File: src/include/arsr_map.vh
/*
 Register map, field positions and reset values for the converter result
 and offset coefficient register block. Definitions only.
*/
`ifndef ARSR_MAP_VH
`define ARSR_MAP_VH

`define ARSR_ADDR_W 32
`define ARSR_CUR_RESULT_ADDR 32'h40030020
`define ARSR_VOLT_RESULT_ADDR 32'h40030024
`define ARSR_CUR_OFS_ADDR 32'h40030030
`define ARSR_VOLT_OFS_ADDR 32'h40030034
`define ARSR_CTRL_ADDR 32'h40030050
`define ARSR_STAT_ADDR 32'h40030054
`define ARSR_CUR_GAIN_ADDR 32'h40030058

`define ARSR_RESULT_RST 32'h00000000
`define ARSR_OFS_W 24
`define ARSR_OFS_SIGN 23
`define ARSR_OFS_CAL_DEFAULT 24'h000000
`define ARSR_VALID_BIT 0

`define ARSR_CTRL_CUR_CODE 0
`define ARSR_CTRL_VOLT_CODE 1
`define ARSR_CTRL_CNT_EN 2
`define ARSR_CTRL_CUR_CAL 3
`define ARSR_CTRL_VOLT_CAL 4
`define ARSR_CTRL_W 5

`define ARSR_STAT_CUR_RDY 0
`define ARSR_STAT_VOLT_RDY 1

`define ARSR_GAIN_SEL_W 4
`define ARSR_GAIN_MAX 4'h9
`define ARSR_CNT_W 16
`define ARSR_CNT_LIMIT_RST 16'h0001
`define ARSR_CONV_W 24
`define ARSR_SETTLE_CONV 2

`endif

File: src/hw/arsr_cur_format.v
/*
 Formats a raw current conversion word into the result layout for the
 selected gain. Assumes a 24-bit raw word, signed unless unipolar, gain code 0..9 meaning
 gain 1 to 512 in powers of two.
*/
`timescale 1ns/1ps
`default_nettype none
`include "arsr_map.vh"

module arsr_cur_format #(
  parameter RAW_W = 24
) (
  input wire [RAW_W-1:0] raw,
  input wire [3:0] gain_sel,
  input wire unipolar,
  input wire cal_mode,
  output reg [31:0] word
);
  reg [31:0] ext;
  reg [31:0] sh;
  reg [3:0] g;
  always @* begin
    g = (gain_sel > `ARSR_GAIN_MAX) ? `ARSR_GAIN_MAX : gain_sel;
    if (unipolar) begin
      ext = {8'h00, raw};
    end else begin
      ext = {{8{raw[RAW_W-1]}}, raw};
    end
    // Data shifted left by 9 bits at gain 1, moving down one per gain step
    sh = ext << (4'd9 - g);
    // Gain 512 keeps bits 23..0 and clears none; at lower gains the bits below the data field clear
    sh = sh & ~((32'h00000001 << (4'd9 - g)) - 32'h00000001);
    if (cal_mode) begin
      word = {8'h00, raw};
    end else begin
      word = sh;
    end
  end
endmodule // arsr_cur_format

`default_nettype wire

File: src/hw/arsr_volt_format.v
/*
 Fixed layout for the voltage converter result word: 24-bit data in
 bits 24..1 (bits 23..0 in cal mode), no gain dependence. Assumes a 24-bit raw word.
*/
`timescale 1ns/1ps
`default_nettype none
`include "arsr_map.vh"

module arsr_volt_format #(
  parameter RAW_W = 24
) (
  input wire [RAW_W-1:0] raw,
  input wire unipolar,
  input wire cal_mode,
  output reg [31:0] word
);
  always @* begin
    if (cal_mode) begin
      word = {8'h00, raw};
    end else if (unipolar) begin
      word = {7'h00, raw, 1'b0};
    end else begin
      word = {{7{raw[RAW_W-1]}}, raw, 1'b0};
    end
  end
endmodule // arsr_volt_format

`default_nettype wire

File: src/hw/arsr_regs.v
/*
 Result holding and offset coefficient registers for the current and
 voltage converters, with ready flags, result counter gating and
 reconfiguration settling. Assumes converter front-ends deliver one-cycle
 done pulses with raw words on ref_clk and a plain register port.
*/
// Local design decision: the strobed register port.
`timescale 1ns/1ps
`default_nettype none
`include "arsr_map.vh"

module arsr_regs #(
  parameter RAW_W = `ARSR_CONV_W,
  parameter CNT_W = `ARSR_CNT_W,
  parameter SETTLE = `ARSR_SETTLE_CONV,
  parameter [`ARSR_OFS_W-1:0] CUR_OFS_CAL = `ARSR_OFS_CAL_DEFAULT,
  parameter [`ARSR_OFS_W-1:0] VOLT_OFS_CAL = `ARSR_OFS_CAL_DEFAULT
) (
  input wire ref_clk,
  input wire rst,
  input wire [`ARSR_ADDR_W-1:0] addr,
  input wire [31:0] wdata,
  input wire wr_stb,
  input wire rd_stb,
  output reg [31:0] rdata,
  input wire core_off,
  input wire cur_done,
  input wire [RAW_W-1:0] cur_raw,
  input wire cur_raw_bad,
  input wire volt_done,
  input wire [RAW_W-1:0] volt_raw,
  input wire volt_raw_bad,
  input wire volt_reconfig,
  input wire [CNT_W-1:0] result_count_limit,
  output wire result_counter_enable,
  output wire [CNT_W-1:0] result_count_value,
  output wire [`ARSR_OFS_W-1:0] current_offset_coef,
  output wire [`ARSR_OFS_W-1:0] voltage_offset_coef,
  output wire current_ready_flag,
  output wire voltage_ready_flag,
  output reg conv_event
);
  reg [31:0] cur_result_r;
  reg [31:0] volt_result_r;
  reg [`ARSR_OFS_W-1:0] cur_ofs_r;
  reg [`ARSR_OFS_W-1:0] volt_ofs_r;
  reg [`ARSR_CTRL_W-1:0] ctrl_r;
  reg [`ARSR_GAIN_SEL_W-1:0] gain_r;
  reg cur_rdy_r;
  reg volt_rdy_r;
  reg [CNT_W-1:0] cnt_r;
  reg [CNT_W-1:0] cnt_nxt;
  reg [3:0] settle_r;
  reg ofs_loaded_r;
  wire [31:0] cur_word;
  wire [31:0] volt_word;
  wire cnt_en;
  wire cur_hit;
  wire cur_take;
  wire volt_take;
  wire rd_cur;
  wire rd_volt;

  assign cnt_en = ctrl_r[`ARSR_CTRL_CNT_EN];
  assign result_counter_enable = cnt_en;
  assign result_count_value = cnt_r;
  assign current_offset_coef = cur_ofs_r;
  assign voltage_offset_coef = volt_ofs_r;
  assign current_ready_flag = cur_rdy_r;
  assign voltage_ready_flag = volt_rdy_r;

  arsr_cur_format #(
    .RAW_W(RAW_W)
  ) u_cur_fmt (
    .raw(cur_raw),
    .gain_sel(gain_r),
    .unipolar(ctrl_r[`ARSR_CTRL_CUR_CODE]),
    .cal_mode(ctrl_r[`ARSR_CTRL_CUR_CAL]),
    .word(cur_word)
  );

  arsr_volt_format #(
    .RAW_W(RAW_W)
  ) u_volt_fmt (
    .raw(volt_raw),
    .unipolar(ctrl_r[`ARSR_CTRL_VOLT_CODE]),
    .cal_mode(ctrl_r[`ARSR_CTRL_VOLT_CAL]),
    .word(volt_word)
  );

  assign cur_hit = !cnt_en || (cnt_r + {{(CNT_W-1){1'b0}}, 1'b1}
    >= result_count_limit);

  // ready blocks writes unless core off
  assign cur_take = cur_done && cur_hit && (!cur_rdy_r || core_off);

  // ready blocks writes unless core off
  assign volt_take = volt_done && !volt_reconfig && settle_r == 4'h0 &&
    (!volt_rdy_r || core_off);

  assign rd_cur = rd_stb && addr == `ARSR_CUR_RESULT_ADDR;
  assign rd_volt = rd_stb && addr == `ARSR_VOLT_RESULT_ADDR;

  // counter held in reset when disabled
  always @* begin
    cnt_nxt = cnt_r;
    if (!cnt_en) begin
      cnt_nxt = {CNT_W{1'b0}};
    end else if (cur_done) begin
      if (cur_hit) begin
        cnt_nxt = {CNT_W{1'b0}};
      end else begin
        cnt_nxt = cnt_r + {{(CNT_W-1){1'b0}}, 1'b1};
      end
    end
  end

  always @(posedge ref_clk or posedge rst) begin
    if (rst) begin
      cnt_r <= {CNT_W{1'b0}};
      conv_event <= 1'b0;
    end else begin
      cnt_r <= cnt_nxt;
      // event per conversion or at limit
      conv_event <= cur_done && cur_hit;
    end
  end

  // Current result and ready flag
  always @(posedge ref_clk or posedge rst) begin
    if (rst) begin
      cur_result_r <= `ARSR_RESULT_RST;
      cur_rdy_r <= 1'b0;
    end else begin
      if (cur_take) begin
        cur_result_r <= {cur_word[31:1], cur_raw_bad};
        cur_rdy_r <= 1'b1;
      end else if (rd_cur) begin
        cur_rdy_r <= 1'b0;
      end
    end
  end

  // Voltage result, ready flag and settle count
  always @(posedge ref_clk or posedge rst) begin
    if (rst) begin
      volt_result_r <= `ARSR_RESULT_RST;
      volt_rdy_r <= 1'b0;
      settle_r <= 4'h0;
    end else begin
      // reconfig touches only the voltage path
      if (volt_reconfig) begin
        settle_r <= SETTLE[3:0];
        volt_rdy_r <= 1'b0;
      end else begin
        if (volt_done && settle_r != 4'h0) begin
          settle_r <= settle_r - 4'h1;
        end
        if (volt_take) begin
          volt_result_r <= {volt_word[31:1], volt_raw_bad};
          volt_rdy_r <= 1'b1;
        end else if (rd_volt) begin
          volt_rdy_r <= 1'b0;
        end
      end
    end
  end

  // Software-writable registers; result registers are read-only
  always @(posedge ref_clk or posedge rst) begin
    if (rst) begin
      cur_ofs_r <= `ARSR_OFS_CAL_DEFAULT;
      volt_ofs_r <= `ARSR_OFS_CAL_DEFAULT;
      ctrl_r <= {`ARSR_CTRL_W{1'b0}};
      gain_r <= {`ARSR_GAIN_SEL_W{1'b0}};
      ofs_loaded_r <= 1'b0;
    end else if (!ofs_loaded_r) begin
      // Factory calibration values loaded at release of reset
      cur_ofs_r <= CUR_OFS_CAL;
      volt_ofs_r <= VOLT_OFS_CAL;
      ofs_loaded_r <= 1'b1;
    end else if (wr_stb) begin
      case (addr)
        `ARSR_CUR_OFS_ADDR: begin
          cur_ofs_r <= wdata[`ARSR_OFS_W-1:0];
        end
        `ARSR_VOLT_OFS_ADDR: begin
          volt_ofs_r <= wdata[`ARSR_OFS_W-1:0];
        end
        `ARSR_CTRL_ADDR: begin
          ctrl_r <= wdata[`ARSR_CTRL_W-1:0];
        end
        `ARSR_CUR_GAIN_ADDR: begin
          gain_r <= wdata[`ARSR_GAIN_SEL_W-1:0];
        end
        default: begin
          ctrl_r <= ctrl_r;
        end
      endcase
    end
  end

  // Read data one cycle after the strobe, zero otherwise
  always @(posedge ref_clk or posedge rst) begin
    if (rst) begin
      rdata <= 32'h00000000;
    end else if (rd_stb) begin
      case (addr)
        `ARSR_CUR_RESULT_ADDR: rdata <= cur_result_r;
        `ARSR_VOLT_RESULT_ADDR: rdata <= volt_result_r;
        `ARSR_CUR_OFS_ADDR: rdata <= {8'h00, cur_ofs_r};
        `ARSR_VOLT_OFS_ADDR: rdata <= {8'h00, volt_ofs_r};
        `ARSR_CTRL_ADDR: rdata <= {27'h0000000, ctrl_r};
        `ARSR_STAT_ADDR: rdata <= {30'h00000000, volt_rdy_r, cur_rdy_r};
        `ARSR_CUR_GAIN_ADDR: rdata <= {28'h0000000, gain_r};
        default: rdata <= 32'h00000000;
      endcase
    end else begin
      rdata <= 32'h00000000;
    end
  end
endmodule // arsr_regs

`default_nettype wire

File: config.mk
export PLATFORM = sky130hd
export DESIGN_NAME = arsr_regs
export DESIGN_NICKNAME = d
export VERILOG_FILES = /design/src/hw/arsr_cur_format.v /design/src/hw/arsr_volt_format.v /design/src/hw/arsr_regs.v
export VERILOG_INCLUDE_DIRS = /design/src /design/src/include
export SDC_FILE = /design/constraint.sdc
export NUM_CORES = 1
export LEC_CHECK = 0
export ABC_AREA = 1
export BUFFER_PORTS_ARGS = -buffer_cell sky130_fd_sc_hd__buf_2
export CAP_MARGIN = 20
export CORE_MARGIN = 5
export CORE_UTILIZATION = 25
export CTS_BUF_LIST = sky130_fd_sc_hd__clkbuf_4 sky130_fd_sc_hd__clkbuf_8
export DETAILED_ROUTE_END_ITERATION = 16
export PLACE_DENSITY = 0.47
export SLEW_MARGIN = 20
export SYNTH_ARGS = -nofsm -noshare
export SYNTH_HDL_FRONTEND = slang
export SYNTH_SLANG_ARGS = --single-unit
export TNS_END_PERCENT = 50
File: constraint.sdc
create_clock -name ref_clk -period 5.25 [get_ports ref_clk]
set_input_delay 0.525 -clock ref_clk [delete_from_list [all_inputs] [get_ports ref_clk]]
set_output_delay 0.525 -clock ref_clk [all_outputs]
set_load 0.01 [all_outputs]
==> flow_metrics.py <==
metrics = {
    "synthesis": {
        "synthXorXnorAreaFrac_pct": 0.777,
        "synthDistinctLibCells": 40,
        "synthDominantCellAreaShare_pct": 42.2,
        "postSynthCellCount": 1461,
        "synth_nets": 1620,
        "avgSynthCellArea_um2": 6.94,
        "synth_fa_ha_area_share_pct": 2.59,
        "synthFlopType": "dfrtp_1",
        "synth-async-reset-ratio_pct": 100,
        "synth_seq_cells": 171,
        "synth_simple_gate_area_share_pct": 36.9,
        "synth_compound_area_share_pct": 9.53,
        "synthTopCellsByArea": "dfrtp_1 42%, nand2_1 21%, nand3_1 8.7%",
        "synth_top_family_by_area": "simple AND/OR/NAND/NOR gates",
        "yosys_warnings": 0,
        "synth.cell_area_um2": 10100,
        "yosys.area.top_type": "dfrtp_1",
        "synth_edf_count": 0,
        "yosysSeqAreaShare_pct": 42.2,
        "synthMuxAreaShare_pct": 0.111,
    },
    "cts": {
        "clock_sinks": 171,
        "cts_max_level": 4,
        "postCtsHoldBufs": 0,
        "cts_root_buf": "clkbuf_8",
        "clk_latency_ns": 0.48,
        "path_clk_slew_ns": 0.10,
        "cts_resized": 0,
        "cts_tree": "built",
        "cts_setup_buffers": 0,
        "cts.path.max_buffers": 2,
        "cts_made_buffers": 17,
    },
    "flow_run": {
        "cap_violations": 0,
    },
    "global_routing": {
        "antenna_found_initial": 0,
        "grt.overflow.total": 0,
        "grtUsageTotal_pct": 16.3,
        "grt_pass1_vias": 10017,
        "grt_pass1_wl_um": 57800,
        "grt_max_degree": 96,
    },
    "routing": {
        "drt-initial-drc-count": 756,
        "wl_per_cell_um": 16.9,
        "detail-route-antenna-nets": 0,
        "finalWirelength_um": 37100,
        "via_per_inst": 4.70,
        "vias": 10315,
        "dr.pass1.iters": 7,
        "route.detailed.drc": 0,
    },
    "final_layout": {
        "final_common_cell": "nand2_1",
        "synthToLayoutAreaGrowth_pct": 19.6,
        "final_cell_mix": "559 x nand2_1, 229 x buf_2, 176 x nand3_1",
        "drive_gt1_share_pct": 18.4,
        "final_area_um2": 12100,
        "fin_nets": 1817,
        "fill_cells": 4490,
    },
    "timing": {
        "worst_pin_slew_ns": 0.908,
        "hold_viol_final": 0,
        "clock.fmax_ghz": 0.243,
        "rsz0062_at_grt": "no",
        "final_max_slew_viol_count": 0,
        "fin_setup_tns_ns": 0,
        "slew_headroom_pct": 39.3,
        "finalSetupViolCount": 0,
        "period_needed_ns": 4.11,
        "finalClockSkew_ns": 0.0182,
        "finalCritPeriodShare_pct": 78.2,
    },
    "critical_path": {
        "worst_ep_arrival_time_ns": 4.51,
        "required_ns": 5.66,
        "start_kind": "register",
        "end_kind": "register",
        "path_max_fanout": 30,
        "worstSetupPathType": "reg2reg",
    },
    "place": {
        "place_congestion": 0.880,
        "postPlaceCellArea_um2": 11700,
        "io_buffers": 229,
        "dp_hpwl_um": 28200,
    },
    "die": {
        "rows": 73,
        "dieArea_um2": 44700,
        "die_h_um": 211,
        "core-area_um2": 39900,
        "die_w_um": 211,
        "ios": 238,
        "initial_utilization_pct": 25.4,
    },
    "power_and_ir_drop": {
        "leakage_nw": 6.53,
        "powerDensity_nw_per_um2": 248,
        "ir_drop_uv": 147,
    },
    "run_status": {
        "status": "complete, no violations",
    },
    "worst_hold_path": {
        "hp-class": "in2async",
    },
}
-- path summary, 6_finish.rpt --
kind	startpoint	endpoint	slack, ns	depth (start not counted)
max	gain_r[2]	cur_result_r[6]	1.14	16
min	rst	rdata[9]	0.24	2
max reg2reg	gain_r[2]	cur_result_r[6]	1.14	16
min reg2reg	settle_r[3]	settle_r[3]	0.47	1
max in group asynchronous	rst	cur_result_r[4]	3.69	3
min in group ref_clk	volt_raw_bad	volt_result_r[0]	0.29	3
-- Yosys cell counts (5+ instances only) --
| cell | number |
|---|---|
| nand2_1 | 559 |
| nand3_1 | 176 |
| nand4_1 | 10 |
| inv_1 | 115 |
| buf_6 | 6 |
| nor3_1 | 7 |
| a31oi_1 | 22 |
| dfrtp_1 | 171 |
| nor2_1 | 120 |
| o211ai_1 | 5 |
| ha_1 | 21 |
| o21ai_1 | 41 |
| a21oi_1 | 19 |
| buf_2 | 17 |
| buf_4 | 7 |
| clkbuf_1 | 33 |
| o21ai_2 | 8 |
| o21ai_0 | 72 |
| xor2_1 | 9 |
-- cell families after synthesis --
| kind of cell | Yosys count |
|---|---|
| simple gates | 896 |
| buf+inv | 187 |
| compound gates | 175 |
| flops | 171 |
| fa+ha+maj | 21 |
| xor+xnor | 9 |
| other cells | 1 |
| mux | 1 |
-- worst max-delay path, stage by stage, from the launching register on --
cell	delay, ns
dfrtp_1	0.45
o21ai_1	0.14
buf_4	0.27
nand2_1	0.08
buf_4	0.24
ha_1	0.71
buf_4	0.34
clkinv_1	0.74
nand2_1	0.36
nand3_1	0.10
nand2_1	0.09
o21ai_0	0.11
nand2_1	0.11
nand3_1	0.07
nand2_1	0.10
nand2_1	0.05
nand2_1	0.07
-- flip-flops by register name, indices dropped and copies added (netlist names) --
signal	count
cur_result_r	32
rdata	32
volt_result_r	26
current_offset_coef	24
voltage_offset_coef	24
result_count_value	16
ctrl_r	5
gain_r	4
settle_r	4
conv_event	1
current_ready_flag	1
ofs_loaded_r	1
voltage_ready_flag	1
-- metal layers --
| metal | part of all wire (%) | up-vias | track usage, % |
|---|---|---|---|
| met1 | 47 | 4893 | 23.8 |
| met5 | 0 | - | 0 |
| met3 | 6.1 | 25 | 2.61 |
| li1 | - | 5093 | - |
| met4 | 1.1 | 0 | 3.18 |
| met2 | 46 | 304 | 25.6 |
-- final cells by class --
class	instances	area (µm²)	share of cell area, %
sequential	171	4280	35.3
tap	525	657	5.42
multi-input combinational	1103	5080	41.9
inverter	121	459	3.79
clock buffer	19	255	2.10
antenna	1	2.50	0.0206
timing repair buffer	244	1260	10.4
clock inverter	13	135	1.11
-- stage by stage --
stage          power, mW  hold slack (ns)  util (%)  setup slack, ns  instances
2_1_floorplan       1.89            0.434         -           0.0932       1461
3_3_place_gp        2.09            0.455      29.4             1.14       2164
3_5_place_dp        2.10            0.458      29.4             1.17       2164
4_1_cts             3.06            0.255      30.4             1.14       2196
5_1_grt             3.19            0.271      30.4            0.732       2196
6_report            3.01            0.241      30.4             1.14       2197
-- power breakdown --
part	leakage (nW)	internal [mW]	switching, mW
clock network	0.199	0.407	0.535
registers	2.22	1.48	0.101
logic	4.11	0.190	0.301
No activity file was read; power rests on OpenSTA's default activity.
